[src/arac_pkg.sv]
// package: register map, field positions and types for the converter control block
package arac_pkg;
  localparam logic [11:0] OFF_CHANNEL_GO = 12'h000;
  localparam logic [11:0] OFF_FORMAT_CFG = 12'h004;
  localparam logic [11:0] OFF_TRIGGER_CFG = 12'h008;
  localparam logic [11:0] OFF_RESULT_HIGH = 12'h00c;
  localparam logic [11:0] OFF_RESULT_LOW = 12'h010;
  localparam logic [11:0] OFF_IRQ_STATUS = 12'h014;
  localparam logic [11:0] OFF_IRQ_MASK = 12'h018;
  localparam int RESULT_BITS = 10;
  localparam int STEP_COUNT = 1024;
  localparam int BIT_GO = 1;
  localparam int BIT_ENABLE = 0;
  localparam int BIT_JUSTIFY = 7;
  localparam logic [7:0] MASK_CHANNEL_GO = 8'h7f;
  localparam logic [7:0] MASK_FORMAT_CFG = 8'hf7;
  localparam logic [7:0] MASK_TRIGGER_CFG = 8'hf0;
  localparam logic [3:0] TRIG_NONE = 4'h0;
  localparam logic [7:0] RESET_BYTE = 8'h00;
  localparam int CLK_MHZ = 200;
  localparam int CONV_NS = 100;
  localparam int CONV_CYCLES = (CONV_NS * CLK_MHZ + 999) / 1000;
  typedef struct packed {
    logic [7:0] high;
    logic [7:0] low;
  } arac_result_type;
  typedef enum logic [0:0] {
    ARAC_IDLE = 1'b0,
    ARAC_CONVERT = 1'b1
  } arac_state_type;
endpackage

[src/arac_top.sv]
// converter control: apb registers, conversion sequencing, result formatting, interrupt
`timescale 1ns/1ps
module arac_top
  import arac_pkg::*;
#(
  parameter int CONV_LEN = CONV_CYCLES
) (
  input wire logic pclk,
  input wire logic presetn,
  input wire logic clk_en,
  input wire logic psel,
  input wire logic penable,
  input wire logic pwrite,
  input wire logic [11:0] paddr,
  input wire logic [31:0] pwdata,
  output logic [31:0] prdata,
  output logic pready,
  output logic pslverr,
  input wire logic [15:1] trigger_sources,
  input wire logic [RESULT_BITS-1:0] sample_code,
  output logic sample_hold,
  output logic [4:0] input_channel_select,
  output logic [2:0] conversion_clock_select,
  output logic negative_reference_select,
  output logic [1:0] positive_reference_select,
  output logic irq
);
  logic [7:0] chan_go_reg;
  logic [7:0] fmt_cfg_reg;
  logic [7:0] trig_cfg_reg;
  arac_result_type result_reg;
  logic [0:0] irq_stat_reg;
  logic [0:0] irq_mask_reg;
  arac_state_type state_reg;
  logic [15:0] conv_cnt_reg;
  logic [15:1] trig_s1_reg;
  logic [15:1] trig_s2_reg;
  logic [15:1] trig_s3_reg;
  logic [31:0] prdata_reg;
  logic irq_reg;
  logic pready_reg;
  logic pslverr_reg;

  wire access = psel && penable && !pready_reg;
  wire wr_en = access && pwrite;
  wire wr_chan = wr_en && paddr == OFF_CHANNEL_GO;
  wire wr_fmt = wr_en && paddr == OFF_FORMAT_CFG;
  wire wr_trig = wr_en && paddr == OFF_TRIGGER_CFG;
  wire wr_high = wr_en && paddr == OFF_RESULT_HIGH;
  wire wr_low = wr_en && paddr == OFF_RESULT_LOW;
  wire wr_stat = wr_en && paddr == OFF_IRQ_STATUS;
  wire wr_mask = wr_en && paddr == OFF_IRQ_MASK;
  wire mapped = paddr inside {OFF_CHANNEL_GO, OFF_FORMAT_CFG, OFF_TRIGGER_CFG,
    OFF_RESULT_HIGH, OFF_RESULT_LOW, OFF_IRQ_STATUS, OFF_IRQ_MASK};
  wire enabled = chan_go_reg[BIT_ENABLE];
  wire [3:0] trig_sel = trig_cfg_reg[7:4];
  // synchronised sources; rising edge taken between second and third stage
  wire [15:1] trig_rise = trig_s2_reg & ~trig_s3_reg;
  wire trig_hit = trig_sel != TRIG_NONE && trig_rise[trig_sel];
  wire sw_go = wr_chan && pwdata[BIT_GO];
  wire start = enabled && state_reg == ARAC_IDLE && (sw_go || trig_hit);
  wire done = state_reg == ARAC_CONVERT && conv_cnt_reg == 16'(CONV_LEN - 1);
  wire [RESULT_BITS-1:0] code = sample_code;
  wire justify_right = fmt_cfg_reg[BIT_JUSTIFY];
  arac_result_type fmt_result;
  // typed patterns so each arm of the select has a known layout
  assign fmt_result = justify_right ?
    arac_result_type'{high: {6'h00, code[9:8]}, low: code[7:0]} :
    arac_result_type'{high: code[9:2], low: {code[1:0], 6'h00}};
  wire go_flag = state_reg == ARAC_CONVERT;
  wire [7:0] chan_view = (chan_go_reg & MASK_CHANNEL_GO & ~8'h02) | {6'h00, go_flag, 1'b0};
  wire [7:0] rd_byte = paddr == OFF_CHANNEL_GO ? chan_view :
                       paddr == OFF_FORMAT_CFG ? fmt_cfg_reg :
                       paddr == OFF_TRIGGER_CFG ? trig_cfg_reg :
                       paddr == OFF_RESULT_HIGH ? result_reg.high :
                       paddr == OFF_RESULT_LOW ? result_reg.low :
                       paddr == OFF_IRQ_STATUS ? {7'h00, irq_stat_reg} :
                       paddr == OFF_IRQ_MASK ? {7'h00, irq_mask_reg} : RESET_BYTE;

  always_ff @(posedge pclk or negedge presetn) begin
    if (!presetn) begin
      trig_s1_reg <= '0;
      trig_s2_reg <= '0;
      trig_s3_reg <= '0;
    end else if (clk_en) begin
      trig_s1_reg <= trigger_sources;
      trig_s2_reg <= trig_s1_reg;
      trig_s3_reg <= trig_s2_reg;
    end
  end

  always_ff @(posedge pclk or negedge presetn) begin
    if (!presetn) begin
      chan_go_reg <= RESET_BYTE;
      fmt_cfg_reg <= RESET_BYTE;
      trig_cfg_reg <= RESET_BYTE;
      irq_mask_reg <= 1'b0;
    end else if (clk_en) begin
      if (wr_chan) chan_go_reg <= pwdata[7:0] & MASK_CHANNEL_GO & ~8'h02;
      if (wr_fmt) fmt_cfg_reg <= pwdata[7:0] & MASK_FORMAT_CFG;
      if (wr_trig) trig_cfg_reg <= pwdata[7:0] & MASK_TRIGGER_CFG;
      if (wr_mask) irq_mask_reg <= pwdata[0];
    end
  end

  // clearing enable aborts a running conversion; result keeps its last value
  always_ff @(posedge pclk or negedge presetn) begin
    if (!presetn) begin
      state_reg <= ARAC_IDLE;
      conv_cnt_reg <= '0;
    end else if (clk_en) begin
      if (!enabled) state_reg <= ARAC_IDLE;
      else if (start) state_reg <= ARAC_CONVERT;
      else if (done) state_reg <= ARAC_IDLE;
      conv_cnt_reg <= (start || !go_flag) ? 16'h0000 : conv_cnt_reg + 16'h0001;
    end
  end

  // both bytes load in the done cycle, same edge that drops the go flag
  always_ff @(posedge pclk or negedge presetn) begin
    if (!presetn) begin
      result_reg <= '0;
    end else if (clk_en) begin
      if (done && enabled) result_reg <= fmt_result;
      else begin
        if (wr_high) result_reg.high <= pwdata[7:0];
        if (wr_low) result_reg.low <= pwdata[7:0];
      end
    end
  end

  // set wins over write-one-to-clear
  always_ff @(posedge pclk or negedge presetn) begin
    if (!presetn) begin
      irq_stat_reg <= 1'b0;
      irq_reg <= 1'b0;
    end else if (clk_en) begin
      if (done && enabled) irq_stat_reg <= 1'b1;
      else if (wr_stat && pwdata[0]) irq_stat_reg <= 1'b0;
      irq_reg <= |(irq_stat_reg & irq_mask_reg);
    end
  end

  // one wait state: answer in the second access cycle
  always_ff @(posedge pclk or negedge presetn) begin
    if (!presetn) begin
      pready_reg <= 1'b0;
      pslverr_reg <= 1'b0;
      prdata_reg <= '0;
    end else if (clk_en) begin
      pready_reg <= access;
      pslverr_reg <= access && !mapped;
      prdata_reg <= access && !pwrite ? {24'h000000, rd_byte} : 32'h00000000;
    end
  end

  // hold capacitor tracks while idle and is never discharged here
  always_ff @(posedge pclk or negedge presetn) begin
    if (!presetn) sample_hold <= 1'b0;
    else if (clk_en) sample_hold <= (start || go_flag) && !done && enabled;
  end

  always_ff @(posedge pclk or negedge presetn) begin
    if (!presetn) begin
      input_channel_select <= '0;
      conversion_clock_select <= '0;
      negative_reference_select <= 1'b0;
      positive_reference_select <= '0;
    end else if (clk_en) begin
      input_channel_select <= chan_go_reg[6:2];
      conversion_clock_select <= fmt_cfg_reg[6:4];
      negative_reference_select <= fmt_cfg_reg[2];
      positive_reference_select <= fmt_cfg_reg[1:0];
    end
  end

  assign prdata = prdata_reg;
  assign pready = pready_reg;
  assign pslverr = pslverr_reg;
  assign irq = irq_reg;
endmodule

[config.mk]
export PLATFORM = sky130hd
export DESIGN_NAME = arac_top
export DESIGN_NICKNAME = d
export VERILOG_FILES = /design/src/arac_pkg.sv /design/src/arac_top.sv
export SDC_FILE = /design/constraint.sdc
export NUM_CORES = 1
export LEC_CHECK = 0
export ABC_CLOCK_PERIOD_IN_PS = 2750
export BUFFER_PORTS_ARGS = -buffer_cell sky130_fd_sc_hd__buf_2
export CAP_MARGIN = 20
export CORE_MARGIN = 2
export CORE_UTILIZATION = 45
export CTS_BUF_LIST = sky130_fd_sc_hd__clkbuf_4 sky130_fd_sc_hd__clkbuf_8 sky130_fd_sc_hd__clkbuf_16
export DETAILED_ROUTE_END_ITERATION = 10
export PLACE_DENSITY = 0.67
export SLEW_MARGIN = 5
export SYNTH_ARGS = -nofsm -noshare
export SYNTH_HDL_FRONTEND = slang
export SYNTH_SLANG_ARGS = --single-unit
export TNS_END_PERCENT = 50
[constraint.sdc]
create_clock -name pclk -period 2.75 [get_ports pclk]
set_input_delay 0.4125 -clock pclk [delete_from_list [all_inputs] [get_ports pclk]]
set_output_delay 0.4125 -clock pclk [all_outputs]
set_load 0.005 [all_outputs]
# --- Word level (Yosys, flattened, before mapping) ---
# Cells that the tools add are included.
op_classes:
  n_reduce_logical: 43
  order_cmp: 1
  eq_ne: 8
  add_sub_neg: 1
  n_mux: 20
  n_bitwise: 5
ops:
  columns: ["op", "count"]
  rows:
  - ["8-bit two-way mux", 8]
  - ["16-bit two-way mux", 3]
  - ["12-bit by 5-bit == test with 1-bit output (second input constant)", 3]
  - ["12-bit by 4-bit == test with 1-bit output (second input constant)", 2]
  - ["1-bit logical AND", 21]
  - ["16-bit by 1-bit adder with 16-bit output (second input constant)", 1]
  - ["16-bit by 5-bit == test with 1-bit output (second input constant)", 1]
  - ["2-bit AND reduction", 8]
  - ["15-bit bitwise AND", 1]
  - ["15-bit NOT", 1]
  - ["12-bit by 3-bit == test with 1-bit output (second input constant)", 1]
  - ["12-bit zero test", 1]
  - ["1-bit two-way mux", 8]
  - ["7-bit by 2-bit bitwise OR with 7-bit output", 1]
  - ["7-bit nonzero test", 1]
  - ["2-bit nonzero test", 3]
  - ["1-bit zero test", 5]
  - ["4-bit by 5-bit less-than comparator with 1-bit output (second input constant)", 1]
  - ["1-bit binary-select mux with 4-bit select", 1]
  - ["4-bit nonzero test", 1]
  - ["1-bit logical OR", 3]
  - ["3-bit by 1-bit != test with 1-bit output (second input constant)", 1]
  - ["1-bit bitwise AND", 1]
  - ["1-bit NOT", 1]
totals:
  input_bits: 75
  regBits: 144
  output_inout_bits: 47

# --- Logic depth before layout (Yosys ltp) ---
depth:
  depth_word: 10
  ltp_mapped: 8

# --- Worst setup path after synthesis ---
# Ideal clock, no wire load.
synth_path:
  kind: "reg2reg"
  start: "register conv_cnt_reg[0]"
  end: "register result_reg[13] in the netlist's numbering"
  t_arrival_ns: 1.900
  stages_incl_launch_ff: 9
  required_time_ns: 2.625
  path_slack_ns: 0.725
  setup_time_ns: 0.125
  synth_period_minus_slack_ns: 2.025
  cell_sequence: "dfrtp_1 ha_1 and4bb_2 nand4_4 or2_1 buf_6 buf_8 a22o_1 mux2_2"
synth_between:
  elab_chain_cells: 5
  elab_cells_between_ends: 6
  cone_classes: "1 x eq/ne; 1 x mux; 4 x reduce/logical"
synth_lines:
  columns: ["element", "line", "rtl"]
  rows:
  - ["from (decl)", "arac_top.sv:35", "logic [15:0] conv_cnt_reg;"]
  - ["from (signal assigned)", "arac_top.sv:115", "conv_cnt_reg <= (start || !go_flag) ? 16'h0000 : conv_cnt_reg + 16'h0001;"]
  - ["16-bit by 5-bit == test with 1-bit output (*)", "arac_top.sv:62", "wire done = state_reg == ARAC_CONVERT && conv_cnt_reg == 16'(CONV_LEN - 1);"]
  - ["1-bit logical AND (*)", "arac_top.sv:62", null]
  - ["1-bit logical AND (*)", "arac_top.sv:124", "if (done && enabled) result_reg <= fmt_result;"]
  - ["2-bit nonzero test (no line)", null, null]
  - ["2-bit AND reduction (no line)", null, null]
  - ["to (signal assigned)", "arac_top.sv:124", null]
  - ["to (decl)", "arac_top.sv:31", "arac_result_type result_reg;"]
# Every way passes the cells marked *; elsewhere a longest branch is shown, timed or not.
# A chain may end at the register's enable or synchronous reset.

# --- Worst setup path in the final report ---
layout_path:
  start: "register conv_cnt_reg[0]"
  end: "register result_reg[3] in the netlist's numbering"
# Same word-level chain as after synthesis.

==> impl_metrics.toml <==
[yosys]
avgSynthCellArea_um2 = 11.6
synth_area_mm2 = 0.00588
yosysTopAreaCell = "dfrtp_1"
synth-seq-cells = 120
syn_inst = 506
ys_types = 58
yosysWarnings = 0
synthArstFlopShare = 1.00
yosysSeqAreaShare = 0.511
synth_top_area_share = 0.511
synthTopCellsByArea = "dfrtp_1 (51%), mux2_2 (17%), buf_4 (3.1%), o21ai_0 (2.3%), nor2_1 (2.0%)"
synth-edff-count = 0
synth_flop_cell = "dfrtp_1"

[timing]
rsz0062_at_grt = "false"
setup_viol = 0
slew_viol_final = 0
hold_violations = 0
fmax_ghz = 0.428
fin_setup_tns_ns = 0
finalCritPeriodShare = 0.850
clock-skew-final_ns = 0.00613
fin_crit_ns = 2.34
worst_pin_slew_ns = 0.688
relSlewSlack = 0.541

[global_routing]
grt_first_pass_wirelength_mm = 20.4
grt_overflow = 0
grtUsageTotal = 0.186
grt_max_degree = 59
antenna_found_initial = 0
grt_pass1_vias = 4055

[detailed_routing]
firstDrtPassIters = 4
drc = 0
routed_wl_mm = 12.1
ant_nets = 0
drt_iter0_drc = 226
wire_per_inst_um = 15.8
vias = 4028
viasPerCell = 5.27

[placement]
place.gp.congestion = 0.844
portBuffers = 73
placed_cell_area_mm2 = 0.00631
dp_hpwl_mm = 8.43

[cells_and_area]
area_growth_pct = 17.7
layout-drive-gt1-share = 0.372
design_area_mm2 = 0.00692
final_nets = 655
n_antenna_cell = 0
utilization = 0.546

[critical_path]
arrival_ns = 2.64
critPathKind = "register to register"
r2r_cells = 6
crit_path_end_kind = "register"
max_stage_delay_ns = 0.47
required_ns = 3.05
crit_path_max_fanout = 10
slowest_stage = "a32o_1"
worstPathCellList = "ha_1 > and4bb_2 > nand4_4 > nor2_1 > a32o_1 > mux2_2"
cp-start-kind = "register"

[power_and_ir_drop]
peakVddDrop_v = 0.000500
p_leak_nw = 3.20
power_mw = 4.51
powerDensity_mw_per_mm2 = 652

[floorplanning]
start_util = 0.464
fp-row-count = 41
dieArea_mm2 = 0.0140
ioPinCount = 122
die_y_um = 118
dieWidth_um = 118
core_area_mm2 = 0.0127

[clock_network]
post_cts_resized = 0
cts_root_buf = "clkbuf_16"
cts_buffers = 17
post_cts_buffers = 0
hold_buffers = 0
insertion_delay_ns = 0.42
ctsHtreeMaxLevel = 4
clk_pin_slew_ns = 0.05
cts_tree = "done"
cts.path.max_buffers = 2
clock_sinks = 120

[min_path]
hp-class = "input pin to async pin"

[outcome]
status = "finished clean"

[run]
maxCapViolCount = 0
[power by group]
part | internal [mW] | switching [mW] | leakage, nW | total, mW
registers | 1.87 | 0.0601 | 1.56 | 1.93
logic | 0.159 | 0.161 | 1.35 | 0.320
clock network | 1.45 | 0.815 | 0.289 | 2.27
[critical path: cells and delay by family (launching register included)]
kind | cells | cell delay (ns)
AOI/OAI and AO/OA | 1 | 0.47
muxes | 1 | 0.39
adders and majority gates | 1 | 0.26
and+or+nand+nor | 3 | 0.71
DFF | 1 | 0.40
[kinds of logic (layout without fill, tap and decap cells)]
group	Yosys count	in the layout	synth area share
adder cells (fa/ha/maj)	1	1	0.00213
multiplexers	99	99	0.189
AO/OA/AOI/OAI	76	76	0.0879
other	1	24	0.000638
flip-flops	120	120	0.511
buffers and inverters	72	135	0.0683
XOR/XNOR	10	10	0.0149
AND/OR/NAND/NOR	127	127	0.126
[layout by cell type, fill, tap and decap left out, types with 7 or more instances in the layout]
cell type  count
conb_1        24
nor2b_1       11
nand3_1       12
nor2_1        32
o21ai_0       27
buf_4         10
clkbuf_16     17
nand2_1       23
mux2i_1       11
o32ai_1        7
mux2_2        87
a21oi_1        9
nor3_1        13
buf_2         71
inv_1         21
dfrtp_1      120
[layer usage]
metal / wire length (um) / track usage
met1: 5590 / 0.242
met2: 5670 / 0.290
met3: 656 / 0.0598
met4: 168 / 0.0715
met5: 0 / 0
[cells in the mapped netlist (2+ instances only)]
| library cell | n |
|---|---|
| a22o_1 | 2 |
| nor3_1 | 13 |
| or4_1 | 2 |
| nand4_1 | 6 |
| nor4_4 | 2 |
| a2111oi_0 | 2 |
| o21ai_0 | 27 |
| and3_1 | 4 |
| a31oi_1 | 3 |
| clkbuf_1 | 14 |
| xor2_1 | 6 |
| nor2_1 | 32 |
| a32o_1 | 2 |
| inv_1 | 21 |
| a2bb2oi_1 | 2 |
| nor2b_1 | 11 |
| or3_1 | 2 |
| nor3b_2 | 2 |
| a22o_2 | 6 |
| a22oi_1 | 2 |
| mux2_2 | 87 |
| o22ai_1 | 5 |
| a21oi_1 | 9 |
| mux2i_1 | 11 |
| dfrtp_1 | 120 |
| or3b_2 | 2 |
| buf_4 | 24 |
| nor4_1 | 3 |
| nand3b_1 | 3 |
| nand3_1 | 12 |
| xnor2_1 | 4 |
| o32ai_1 | 7 |
| buf_1 | 5 |
| buf_2 | 4 |
| nand2_1 | 23 |
| nor3b_1 | 2 |
| buf_6 | 2 |
| o2bb2ai_1 | 2 |
[path summary, 6_finish.rpt]
| check | startpoint | to | slack [ns] |
|---|---|---|---|
| min in group pclk | trigger_sources[5] | trig_s1_reg[5]$_DFFE_PN0P_ | 0.22 |
| worst min register to register | trig_s1_reg[5]$_DFFE_PN0P_ | trig_s1_reg[5]$_DFFE_PN0P_ | 0.50 |
| worst min-delay path | presetn | chan_go_reg[3]$_DFFE_PN0P_ | 0.003 |
| worst max-delay path | conv_cnt_reg[0]$_DFFE_PN0P_ | result_reg[3]$_DFFE_PN0P_ | 0.41 |
| worst max register to register | conv_cnt_reg[0]$_DFFE_PN0P_ | result_reg[3]$_DFFE_PN0P_ | 0.41 |
| max in group asynchronous | presetn | trig_s1_reg[11]$_DFFE_PN0P_ | 2.04 |
[final cells by class]
type	count	area [um2]
clock buffer	18	439
clock inverter	14	174
fill	1107	5750
inverter	21	78.8
multi-input combinational	337	2560
sequential	120	3000
tap	172	215
timing repair buffer	82	450
[metrics by stage]
| step | hold slack [ns] | instances | worst slack, ns |
|---|---|---|---|
| floorplan | 0.117 | 529 | 0.725 |
| global placement | 0.448 | 732 | 0.458 |
| detailed placement | 0.460 | 732 | 0.356 |
| CTS | 0.00798 | 764 | 0.413 |
| global route | 0.0377 | 764 | 0.267 |
| finish | 0.00335 | 764 | 0.413 |
(Power assumes the default switching activity.)
